File: src/hdl/asq2_cfg.svh
/*
 * Constants for the auxiliary converter sequence step 2 configuration register:
 * address, field positions, reset values and source codes.
 * Assumes it is included by bare name from the package and the design module.
 */
`ifndef ASQ2_CFG_SVH
`define ASQ2_CFG_SVH

// Register address and width
`define ASQ2_ADDR_W          8
`define ASQ2_DATA_W          16
`define ASQ2_STEP2_ADDR      8'h92
`define ASQ2_STEP2_RESET     16'h0002

// Field positions
`define ASQ2_EN_BIT          15
`define ASQ2_GAIN_HI         14
`define ASQ2_GAIN_LO         13
`define ASQ2_RSVD_HI         12
`define ASQ2_RSVD_LO         5
`define ASQ2_NEG_BIT         4
`define ASQ2_POS_HI          3
`define ASQ2_POS_LO          0

// Field reset values
`define ASQ2_EN_RST          1'h0
`define ASQ2_GAIN_RST        2'h0
`define ASQ2_NEG_RST         1'h0
`define ASQ2_POS_RST         4'h2

// Gain codes and resulting factors
`define ASQ2_GAIN_CODE_X1    2'h0
`define ASQ2_GAIN_CODE_X2    2'h1
`define ASQ2_GAIN_FACTOR_X1  3'h1
`define ASQ2_GAIN_FACTOR_X2  3'h2
`define ASQ2_GAIN_FACTOR_X4  3'h4

// Positive-input codes for internal sources
`define ASQ2_POS_TEMP        4'h8
`define ASQ2_POS_SHORT       4'h9
`define ASQ2_POS_TDAC        4'ha
`define ASQ2_POS_TDAC_ALIAS  4'hb
`define ASQ2_POS_IO_Q        4'hc
`define ASQ2_POS_IO_H        4'hd
`define ASQ2_POS_ANA_SUP     4'he
`define ASQ2_POS_DIG_SUP     4'hf

// Reset synchroniser constants
`define ASQ2_SYNC_RST        2'h0
`define ASQ2_SYNC_ONE        1'h1

`endif

File: src/hdl/asq2_pkg.sv
/*
 * Types shared by the step 2 configuration block: register image and
 * decoded source selections handed to the sequencer and converter front end.
 * Assumes asq2_cfg.svh is on the include path.
 */
`include "asq2_cfg.svh"

package asq2_pkg;

    // Stored fields of the step 2 register
    typedef struct packed {
        logic       step2_enable_bit;
        logic [1:0] step2_gain_select;
        logic       step2_negative_input_select;
        logic [3:0] step2_positive_input_select;
    } asq2_fields_t;

    // Negative input choice seen by the converter
    typedef enum logic [1:0] {
        ASQ2_NEG_ANALOG_GROUND = 2'h0,
        ASQ2_NEG_EXT_INPUT_7   = 2'h1,
        ASQ2_NEG_AUTOMATIC     = 2'h2
    } asq2_neg_src_t;

    // Settings applied to the converter when step 2 runs
    typedef struct packed {
        logic [2:0]    gain_factor;
        logic [3:0]    positive_code;
        logic          positive_internal;
        asq2_neg_src_t negative_source;
    } asq2_apply_t;

endpackage

File: src/hdl/asq2_step2_config.sv
/*
 * Sequence step 2 configuration register of the multiplexed auxiliary
 * converter, with the decode that the sequencer applies when it reaches step 2.
 * Assumes a simple register port on clk_sys from the device's register logic
 * and a sequencer on the same clock that pulses a step-2 request.
 */
`timescale 1ns/1ps
`include "asq2_cfg.svh"

// Functional notes
// - Bit 15 enables step 2, reset 0
// - Bits 14:13 gain 1, 2, 4, 4
// - Bits 12:5 reserved, read zero
// - Bit 4 negative: ground or input 7
// - Codes 0000-0111 pick external inputs 0-7
// - Codes 1000 upward pick internal sources
// - Internal sources ignore negative selector bit
// - Positive selector resets to 0010
// - Address 92h, whole reset value 0002h
module asq2_step2_config
    import asq2_pkg::*;
(
    // Clock and reset
    input  wire logic                     clk_sys,
    input  wire logic                     arst_n,
    // Register port
    input  wire logic [`ASQ2_ADDR_W-1:0]  reg_addr,
    input  wire logic                     reg_wr_en,
    input  wire logic [`ASQ2_DATA_W-1:0]  reg_wr_data,
    input  wire logic                     reg_rd_en,
    output logic      [`ASQ2_DATA_W-1:0]  reg_rd_data,
    output logic                          reg_rd_valid,
    // Sequencer handshake
    input  wire logic                     seq_step2_req,
    output logic                          seq_step2_run,
    output logic                          seq_step2_skip,
    // Live configuration and applied settings
    output asq2_fields_t                  step2_fields,
    output asq2_apply_t                   step2_apply
);

    ////////////////////////////////////////////////////////////////////////////
    // Reset release

    logic [1:0] rst_sync_ff;                // Two-stage release of arst_n
    logic       rst_n;                      // Synchronised reset for the block

    // Assert at once, release after two edges
    always_ff @(posedge clk_sys or negedge arst_n)
    begin
        if (!arst_n)
        begin
            rst_sync_ff <= `ASQ2_SYNC_RST;
        end
        else
        begin
            rst_sync_ff <= {rst_sync_ff[0], `ASQ2_SYNC_ONE};
        end
    end

    assign rst_n = rst_sync_ff[1];

    ////////////////////////////////////////////////////////////////////////////
    // Register storage

    asq2_fields_t fields_ff;                // Stored writable fields
    asq2_fields_t nxt_fields;               // Next value of stored fields
    logic         addr_hit;                 // Access targets this register

    assign addr_hit = (reg_addr == `ASQ2_STEP2_ADDR);

    // Writes land only on a matching address; reserved bits are dropped
    always_comb
    begin
        nxt_fields = fields_ff;
        if (reg_wr_en && addr_hit)
        begin
            nxt_fields.step2_enable_bit            = reg_wr_data[`ASQ2_EN_BIT];
            nxt_fields.step2_gain_select           = reg_wr_data[`ASQ2_GAIN_HI:`ASQ2_GAIN_LO];
            nxt_fields.step2_negative_input_select = reg_wr_data[`ASQ2_NEG_BIT];
            nxt_fields.step2_positive_input_select = reg_wr_data[`ASQ2_POS_HI:`ASQ2_POS_LO];
        end
    end

    // Field reset values make up the whole-register reset image
    always_ff @(posedge clk_sys or negedge rst_n)
    begin
        if (!rst_n)
        begin
            fields_ff.step2_enable_bit            <= `ASQ2_EN_RST;
            fields_ff.step2_gain_select           <= `ASQ2_GAIN_RST;
            fields_ff.step2_negative_input_select <= `ASQ2_NEG_RST;
            fields_ff.step2_positive_input_select <= `ASQ2_POS_RST;
        end
        else
        begin
            fields_ff <= nxt_fields;
        end
    end

    assign step2_fields = fields_ff;

    ////////////////////////////////////////////////////////////////////////////
    // Read path

    logic [`ASQ2_DATA_W-1:0] rd_data_ff;    // Registered read data
    logic [`ASQ2_DATA_W-1:0] nxt_rd_data;   // Next read data
    logic                    rd_valid_ff;   // Read answer strobe
    logic                    nxt_rd_valid;  // Next read strobe

    // Unmapped reads return zero; reserved field always zero
    always_comb
    begin
        nxt_rd_data  = '0;
        nxt_rd_valid = reg_rd_en;
        if (reg_rd_en && addr_hit)
        begin
            nxt_rd_data[`ASQ2_EN_BIT]               = fields_ff.step2_enable_bit;
            nxt_rd_data[`ASQ2_GAIN_HI:`ASQ2_GAIN_LO] = fields_ff.step2_gain_select;
            nxt_rd_data[`ASQ2_RSVD_HI:`ASQ2_RSVD_LO] = '0;
            nxt_rd_data[`ASQ2_NEG_BIT]              = fields_ff.step2_negative_input_select;
            nxt_rd_data[`ASQ2_POS_HI:`ASQ2_POS_LO]   = fields_ff.step2_positive_input_select;
        end
    end

    // Read answer one cycle after the request
    always_ff @(posedge clk_sys or negedge rst_n)
    begin
        if (!rst_n)
        begin
            rd_data_ff  <= '0;
            rd_valid_ff <= 1'h0;
        end
        else
        begin
            rd_data_ff  <= nxt_rd_data;
            rd_valid_ff <= nxt_rd_valid;
        end
    end

    assign reg_rd_data  = rd_data_ff;
    assign reg_rd_valid = rd_valid_ff;

    ////////////////////////////////////////////////////////////////////////////
    // Source decode

    logic [2:0]    gain_factor;             // Decoded gain factor
    logic          pos_internal;            // Positive code picks internal source
    asq2_neg_src_t neg_source;              // Effective negative input

    // Codes 10 and 11 both give gain 4
    always_comb
    begin
        unique case (fields_ff.step2_gain_select)
            `ASQ2_GAIN_CODE_X1: gain_factor = `ASQ2_GAIN_FACTOR_X1;
            `ASQ2_GAIN_CODE_X2: gain_factor = `ASQ2_GAIN_FACTOR_X2;
            default:            gain_factor = `ASQ2_GAIN_FACTOR_X4;
        endcase
    end

    // Every code from 1000 up is internal, ambiguous 1011 and 1101 included
    always_comb
    begin
        unique case (fields_ff.step2_positive_input_select)
            `ASQ2_POS_TEMP,
            `ASQ2_POS_SHORT,
            `ASQ2_POS_TDAC,
            `ASQ2_POS_TDAC_ALIAS,
            `ASQ2_POS_IO_Q,
            `ASQ2_POS_IO_H,
            `ASQ2_POS_ANA_SUP,
            `ASQ2_POS_DIG_SUP: pos_internal = 1'h1;
            default:        pos_internal = 1'h0;
        endcase
    end

    // Internal sources choose their own negative input
    always_comb
    begin
        if (pos_internal)
        begin
            neg_source = ASQ2_NEG_AUTOMATIC;
        end
        else if (fields_ff.step2_negative_input_select)
        begin
            neg_source = ASQ2_NEG_EXT_INPUT_7;
        end
        else
        begin
            neg_source = ASQ2_NEG_ANALOG_GROUND;
        end
    end

    ////////////////////////////////////////////////////////////////////////////
    // Sequencer hand-off

    asq2_apply_t apply_ff;                  // Settings held for the converter
    asq2_apply_t nxt_apply;                 // Next applied settings
    logic        run_ff;                    // Step runs this cycle
    logic        nxt_run;                   // Next run pulse
    logic        skip_ff;                   // Step skipped this cycle
    logic        nxt_skip;                  // Next skip pulse

    // Settings are latched at the run so a later write cannot disturb a
    // conversion already under way
    always_comb
    begin
        nxt_apply = apply_ff;
        nxt_run   = seq_step2_req && fields_ff.step2_enable_bit;
        nxt_skip  = seq_step2_req && !fields_ff.step2_enable_bit;
        if (nxt_run)
        begin
            nxt_apply.gain_factor       = gain_factor;
            nxt_apply.positive_code     = fields_ff.step2_positive_input_select;
            nxt_apply.positive_internal = pos_internal;
            nxt_apply.negative_source   = neg_source;
        end
    end

    // Applied settings start from the reset configuration
    always_ff @(posedge clk_sys or negedge rst_n)
    begin
        if (!rst_n)
        begin
            apply_ff.gain_factor       <= `ASQ2_GAIN_FACTOR_X1;
            apply_ff.positive_code     <= `ASQ2_POS_RST;
            apply_ff.positive_internal <= 1'h0;
            apply_ff.negative_source   <= ASQ2_NEG_ANALOG_GROUND;
            run_ff                     <= 1'h0;
            skip_ff                    <= 1'h0;
        end
        else
        begin
            apply_ff <= nxt_apply;
            run_ff   <= nxt_run;
            skip_ff  <= nxt_skip;
        end
    end

    assign step2_apply    = apply_ff;
    assign seq_step2_run  = run_ff;
    assign seq_step2_skip = skip_ff;

endmodule

File: config.mk
export PLATFORM = sky130hd
export DESIGN_NAME = asq2_step2_config
export DESIGN_NICKNAME = d
export VERILOG_FILES = /design/src/hdl/asq2_pkg.sv /design/src/hdl/asq2_step2_config.sv
export VERILOG_INCLUDE_DIRS = /design/src /design/src/hdl
export SDC_FILE = /design/constraint.sdc
export NUM_CORES = 1
export LEC_CHECK = 0
export BUFFER_PORTS_ARGS = -buffer_cell sky130_fd_sc_hd__buf_2
export CORE_MARGIN = 2
export CORE_UTILIZATION = 38
export DETAILED_ROUTE_END_ITERATION = 8
export GPL_TIMING_DRIVEN = 0
export PLACE_DENSITY = 0.74
export RECOVER_POWER = 100
export REMOVE_ABC_BUFFERS = 1
export SLEW_MARGIN = 25
export SYNTH_ARGS = -nofsm -noshare
export SYNTH_HDL_FRONTEND = slang
export SYNTH_SLANG_ARGS = --single-unit
export TNS_END_PERCENT = 30
File: constraint.sdc
create_clock -name clk_sys -period 0.8 [get_ports clk_sys]
set_input_delay 0.12 -clock clk_sys [delete_from_list [all_inputs] [get_ports clk_sys]]
set_output_delay 0.12 -clock clk_sys [all_outputs]
set_load 0.005 [all_outputs]
== Word-level counts from Yosys, hierarchy flattened ==
Memories as Yosys holds them, arrays and structs flattened.
Cells that the tools add are included.
W data, S select, Z words.

* Register bits after elaboration: 39
* Bits of input ports: 29
* Logic and storage cells: 26
* Output and inout bits: 37
* Memories: 1
* Memory bits (read-only): 16

{| class="wikitable"
|+ Memories
! name !! depth !! bits a word !! rd ports !! clocked after memory_dff !! write ports !! line !! text
|-
| (no name shown) || 16 || 1 || 1 || 0 || 0 || asq2_step2_config.sv:164 || <nowiki>unique case (fields_ff.step2_positive_input_select)</nowiki>
|}

* Eq/ne operators: 2
* Reduce and logical (&&, ||, !) cells: 6
* Mux-type cells: 4

{| class="wikitable"
|+ Operators by type and width
! operator !! count
|-
| $mux W16 || 1
|-
| $eq A8 B8 Y1 const B || 1
|-
| $pmux W3 S2 || 1
|-
| $logic_and A1 B1 Y1 || 4
|-
| $eq A2 B1 Y1 const B || 1
|-
| $logic_not A2 Y1 || 1
|-
| $mux W2 || 1
|-
| $logic_not A1 Y1 || 1
|-
| $mux W1 || 1
|}

== Longest topological paths before layout ==
* Depth in word-level cells: 3
* Depth in mapped cells: 4
* Gate-level depth less buffers: 3

== Worst setup path after synthesis ==
Ideal clock, no wire load.

* Path kind: register to register
* From: register fields_ff, in the netlist step2_fields[7]
* To: register apply_ff, in the netlist step2_apply[5]
* Arrival: 1.028 ns
* Setup slack: -0.353 ns
* Library setup time: 0.125 ns
* Stages on the path, launching flop included: 4
* Period minus slack after synthesis: 1.153 ns
* Required time: 0.675 ns
* Path buffers: 1
* Cell sequence: dfrtp_1 > nand2_1 > buf_2 > mux2_2

* Word-level cells in the longest chain between the ends: 1

{| class="wikitable"
|+ Ends and longest elaborated chain
! item !! line !! text
|-
| start: declaration || asq2_step2_config.sv:66 || <nowiki>asq2_fields_t fields_ff;</nowiki>
|-
| start signal: assignment || asq2_step2_config.sv:97 || <nowiki>fields_ff <= nxt_fields;</nowiki>
|-
| $logic_and A1 B1 Y1 || asq2_step2_config.sv:209 || <nowiki>nxt_run = seq_step2_req && fields_ff.step2_enable_bit;</nowiki>
|-
| end signal: assignment || asq2_step2_config.sv:234 || <nowiki>apply_ff <= nxt_apply;</nowiki>
|-
| end: declaration || asq2_step2_config.sv:197 || <nowiki>asq2_apply_t apply_ff;</nowiki>
|}

Every way passes these cells.
A chain may end at the register's enable or synchronous reset.

== Worst setup path after layout ==
* From: register fields_ff, in the netlist step2_fields[1]
* To: output port step2_fields[1] (netlist name)

{| class="wikitable"
|+ RTL lines
! item !! line !! text
|-
| end: declaration || asq2_step2_config.sv:38 || <nowiki>output asq2_fields_t step2_fields,</nowiki>
|}

No word-level cell between the ends.

==> flow_summary.toml <==
[status]
status = "complete, but fails checks"
violations = "design-rule violations, negative setup slack"

[clock_tree]
clk_pin_slew_worst_paths_ns = 0.09
htreeDepth = 2
clk_path_buf_depth = 2
cts_made_buffers = 5
cts_tree = "done"
clk_latency_ns = 0.32
clock_sinks = 29
clock-root-buffer = "clkbuf_4"

[timing]
finalMaxSlewViolations = 0
relSlewSlack_pct = 61.9
max_freq_mhz = 906
hold_viol = 0
finClkSkew_ns = 0.00368
rsz0062_at_grt = "true"
fin_crit_sh_pct = 138
tightest_slew_ns = 0.572
finalCriticalPeriod_ns = 1.10
setup_viol = 46
holdWs_ns = 0.0225
worst_slack_ns = -0.304

[setup_path]
cpPeakStageDelay_ns = 0.55
reg2reg_depth = 2
critical_path_class = "reg -> out"
end_kind = "output pin"
cp.arrival_ns = 0.98
cp-start-kind = "flop"
ff2ff_setup_slack_ns = -0.21
critical_path.top_delay_family = "flip-flops"
cp.buffers_inverters = 1
r2r-start = "step2_fields[7]$_DFFE_PN0P_"
regToRegEndpoint = "step2_apply[6]$_DFFE_PN0P_"
path_cells = "buf_2"
cp_max_fo = 4
required_ns = 0.68
crit_path_top_delay_cell = "dfstp_2"

[pwr]
internal-power_w = 0.00220
finalPower_w = 0.00288
ir_worst_vdd_mv = 0.670
power_frac_comb_pct = 9.1
p_seq_share_pct = 55.9
power.leakage_nw = 0.884
switching_share_pct = 23.4
p_sw_w = 0.000672
power_density_nw_per_um2 = 1860
power_frac_clock_pct = 35.1

[place]
gp_congestion = 0.727
dp_hpwl_mm = 1.60
port_buffers = 49

[drt]
wirelength_mm = 2.41
vias = 774
antenna_left = 0
drt-wirelength-per-cell_um = 14.1
drc = 6
firstDrtPassIters = 6
drt-initial-drc-count = 21
viasPerCell = 4.53

[finish]
diodes = 0
area_delta_synth_final_pct = 36.0
nets = 168
final_layout_size_suffix_gt1_share_pct = 61.4

[worst_hold_path]
hold_start = "reg_wr_data[1]"
hold_depth = 2
hp-class = "in -> reg"
holdPathEnd = "step2_fields[1]$_DFFE_PN1P_"

[synth]
synthSimpleGateAreaFrac_pct = 12.8
synth-compound-area-share_pct = 1.54
synth-seq-cells = 29
yosys.area.top_type = "dfrtp_1"
synth-xor-area-share_pct = 0
synth.top_cell.area_share_pct = 57.2
synth_top_family_by_area = "multiplexers"
yosysWarnings = 0
synthDistinctLibCells = 17
synth_seq_area_share_pct = 64.1
synthesis.instances = 79
synthMuxAreaShare_pct = 12.9
synth_area_um2 = 1140
synthAdderAreaFrac_pct = 0
yosys-top-cells-area = "dfrtp_1, mux2_2, buf_4"
syn-mean-instance-area_um2 = 14.4

[global_routing]
antenna_found_initial = 0
grt_first_pass_wirelength_mm = 3.47
grt_pass1_vias = 734
grt-ovfl-total = 0
grt_max_degree = 28
grt_usage_pct = 14.8

[floorplanning]
start_util_pct = 40.5
die-area_um2 = 3450
io_pins = 66
die_height_um = 58.7
core_area_um2 = 2810
die_w_um = 58.7
rows = 19

[run]
maxCapViolCount = 0
flip-flops by register name, summed over array words and instances, names as in the netlist:
name / cells
step2_apply: 8
rst_sync_ff: 2
seq_step2_run: 1
step2_fields: 8
reg_rd_data: 8
seq_step2_skip: 1
reg_rd_valid: 1
cells by family after synthesis:
logic type | Yosys count
buffers and inverters | 13
muxes | 13
other | 2
DFF | 29
AOI/OAI and AO/OA | 3
and+or+nand+nor | 19
what timing repair did:
| action | 4_1_cts | 5_1_grt |
|---|---|---|
| resized for setup | 13 | 4 |
| gates cloned | 1 | 0 |
| hold buffers | 2 | 0 |
| setup buffers | 1 | 5 |
| endpoints found under the setup margin | 73 | 49 |
| hold endpoints to repair | 3 | 0 |
| pin swaps | 3 | 1 |
placed cells by master, fill, tap and decap left out, types with 3 or more instances in the layout:
cell type  count
nand2_1        3
and2_1         7
clkbuf_1       3
mux2_2         9
mux2_4         4
clkbuf_4       7
dfrtp_1       24
dfstp_2        3
conb_1         9
buf_2         46
worst max path at each step:
| stage | depth (start not counted) | start | to | slack (ns) |
|---|---|---|---|---|
| 2_1_floorplan | 2 | step2_fields[7]$_DFFE_PN0P_ | step2_apply[3]$_DFFE_PN0P_ | -0.34 |
| 3_3_place_gp | 2 | step2_fields[7]$_DFFE_PN0P_ | step2_apply[9]$_DFFE_PN0P_ | -0.45 |
| 3_5_place_dp | 2 | step2_fields[7]$_DFFE_PN0P_ | step2_apply[6]$_DFFE_PN0P_ | -0.48 |
| 4_1_cts | 1 | step2_fields[1]$_DFFE_PN1P_ | step2_fields[1] | -0.31 |
| 5_1_grt | 1 | step2_fields[1]$_DFFE_PN1P_ | step2_fields[1] | -0.35 |
| 6_report | 1 | step2_fields[1]$_DFFE_PN1P_ | step2_fields[1] | -0.30 |
power by group through the flow:
stage	sequential (W)	clock (W)	combinational, W
floorplan	0.00163	0	0.0000742
global placement	0.00163	0	0.000200
detailed placement	0.00164	0	0.000208
CTS	0.00161	0.00102	0.000237
global route	0.00162	0.00109	0.000291
finish	0.00161	0.00101	0.000261
synthesized netlist by cell type:
| master | n |
|---|---|
| dfrtp_1 | 26 |
| mux2_2 | 13 |
| nand3_4 | 1 |
| dfstp_2 | 3 |
| and3_2 | 1 |
| o31ai_1 | 1 |
| conb_1 | 2 |
| and2_1 | 8 |
| buf_2 | 1 |
| nor2b_1 | 1 |
| and4bb_2 | 1 |
| nor4b_4 | 1 |
| buf_4 | 11 |
| inv_1 | 1 |
| nand2b_1 | 2 |
| o21ai_0 | 2 |
| nand2_1 | 4 |
stage by stage:
step | instances | instance area, µm² | setup WS [ns] | setup TNS, ns | util [%]
after floorplan | 74 | 1080 | -0.339 | -5.58 | -
after global placement | 154 | 1360 | -0.454 | -16.23 | 48.5
after detailed placement | 154 | 1360 | -0.482 | -18.34 | 48.5
after CTS | 166 | 1500 | -0.311 | -7.11 | 53.5
after global routing | 171 | 1550 | -0.354 | -8.63 | 55.1
final | 171 | 1550 | -0.304 | -6.90 | 55.1
per-layer routing:
layer	up-vias	track usage, %	wire, µm
met3	6	7.03	215
met1	366	15.3	896
met4	0	6.82	45
met5	-	0	0
li1	360	-	-
met2	42	25.2	1250
final cells by class:
cell class / instances / area [µm²]
Fill cell: 256 / 1260
Sequential cell: 29 / 732
Clock inverter: 1 / 5.00
Clock buffer: 7 / 65.1
Multi-Input combinational cell: 45 / 388
Tap cell: 31 / 38.8
Inverter: 1 / 3.75
Timing Repair Buffer: 57 / 314
(Power assumes the default switching activity.)
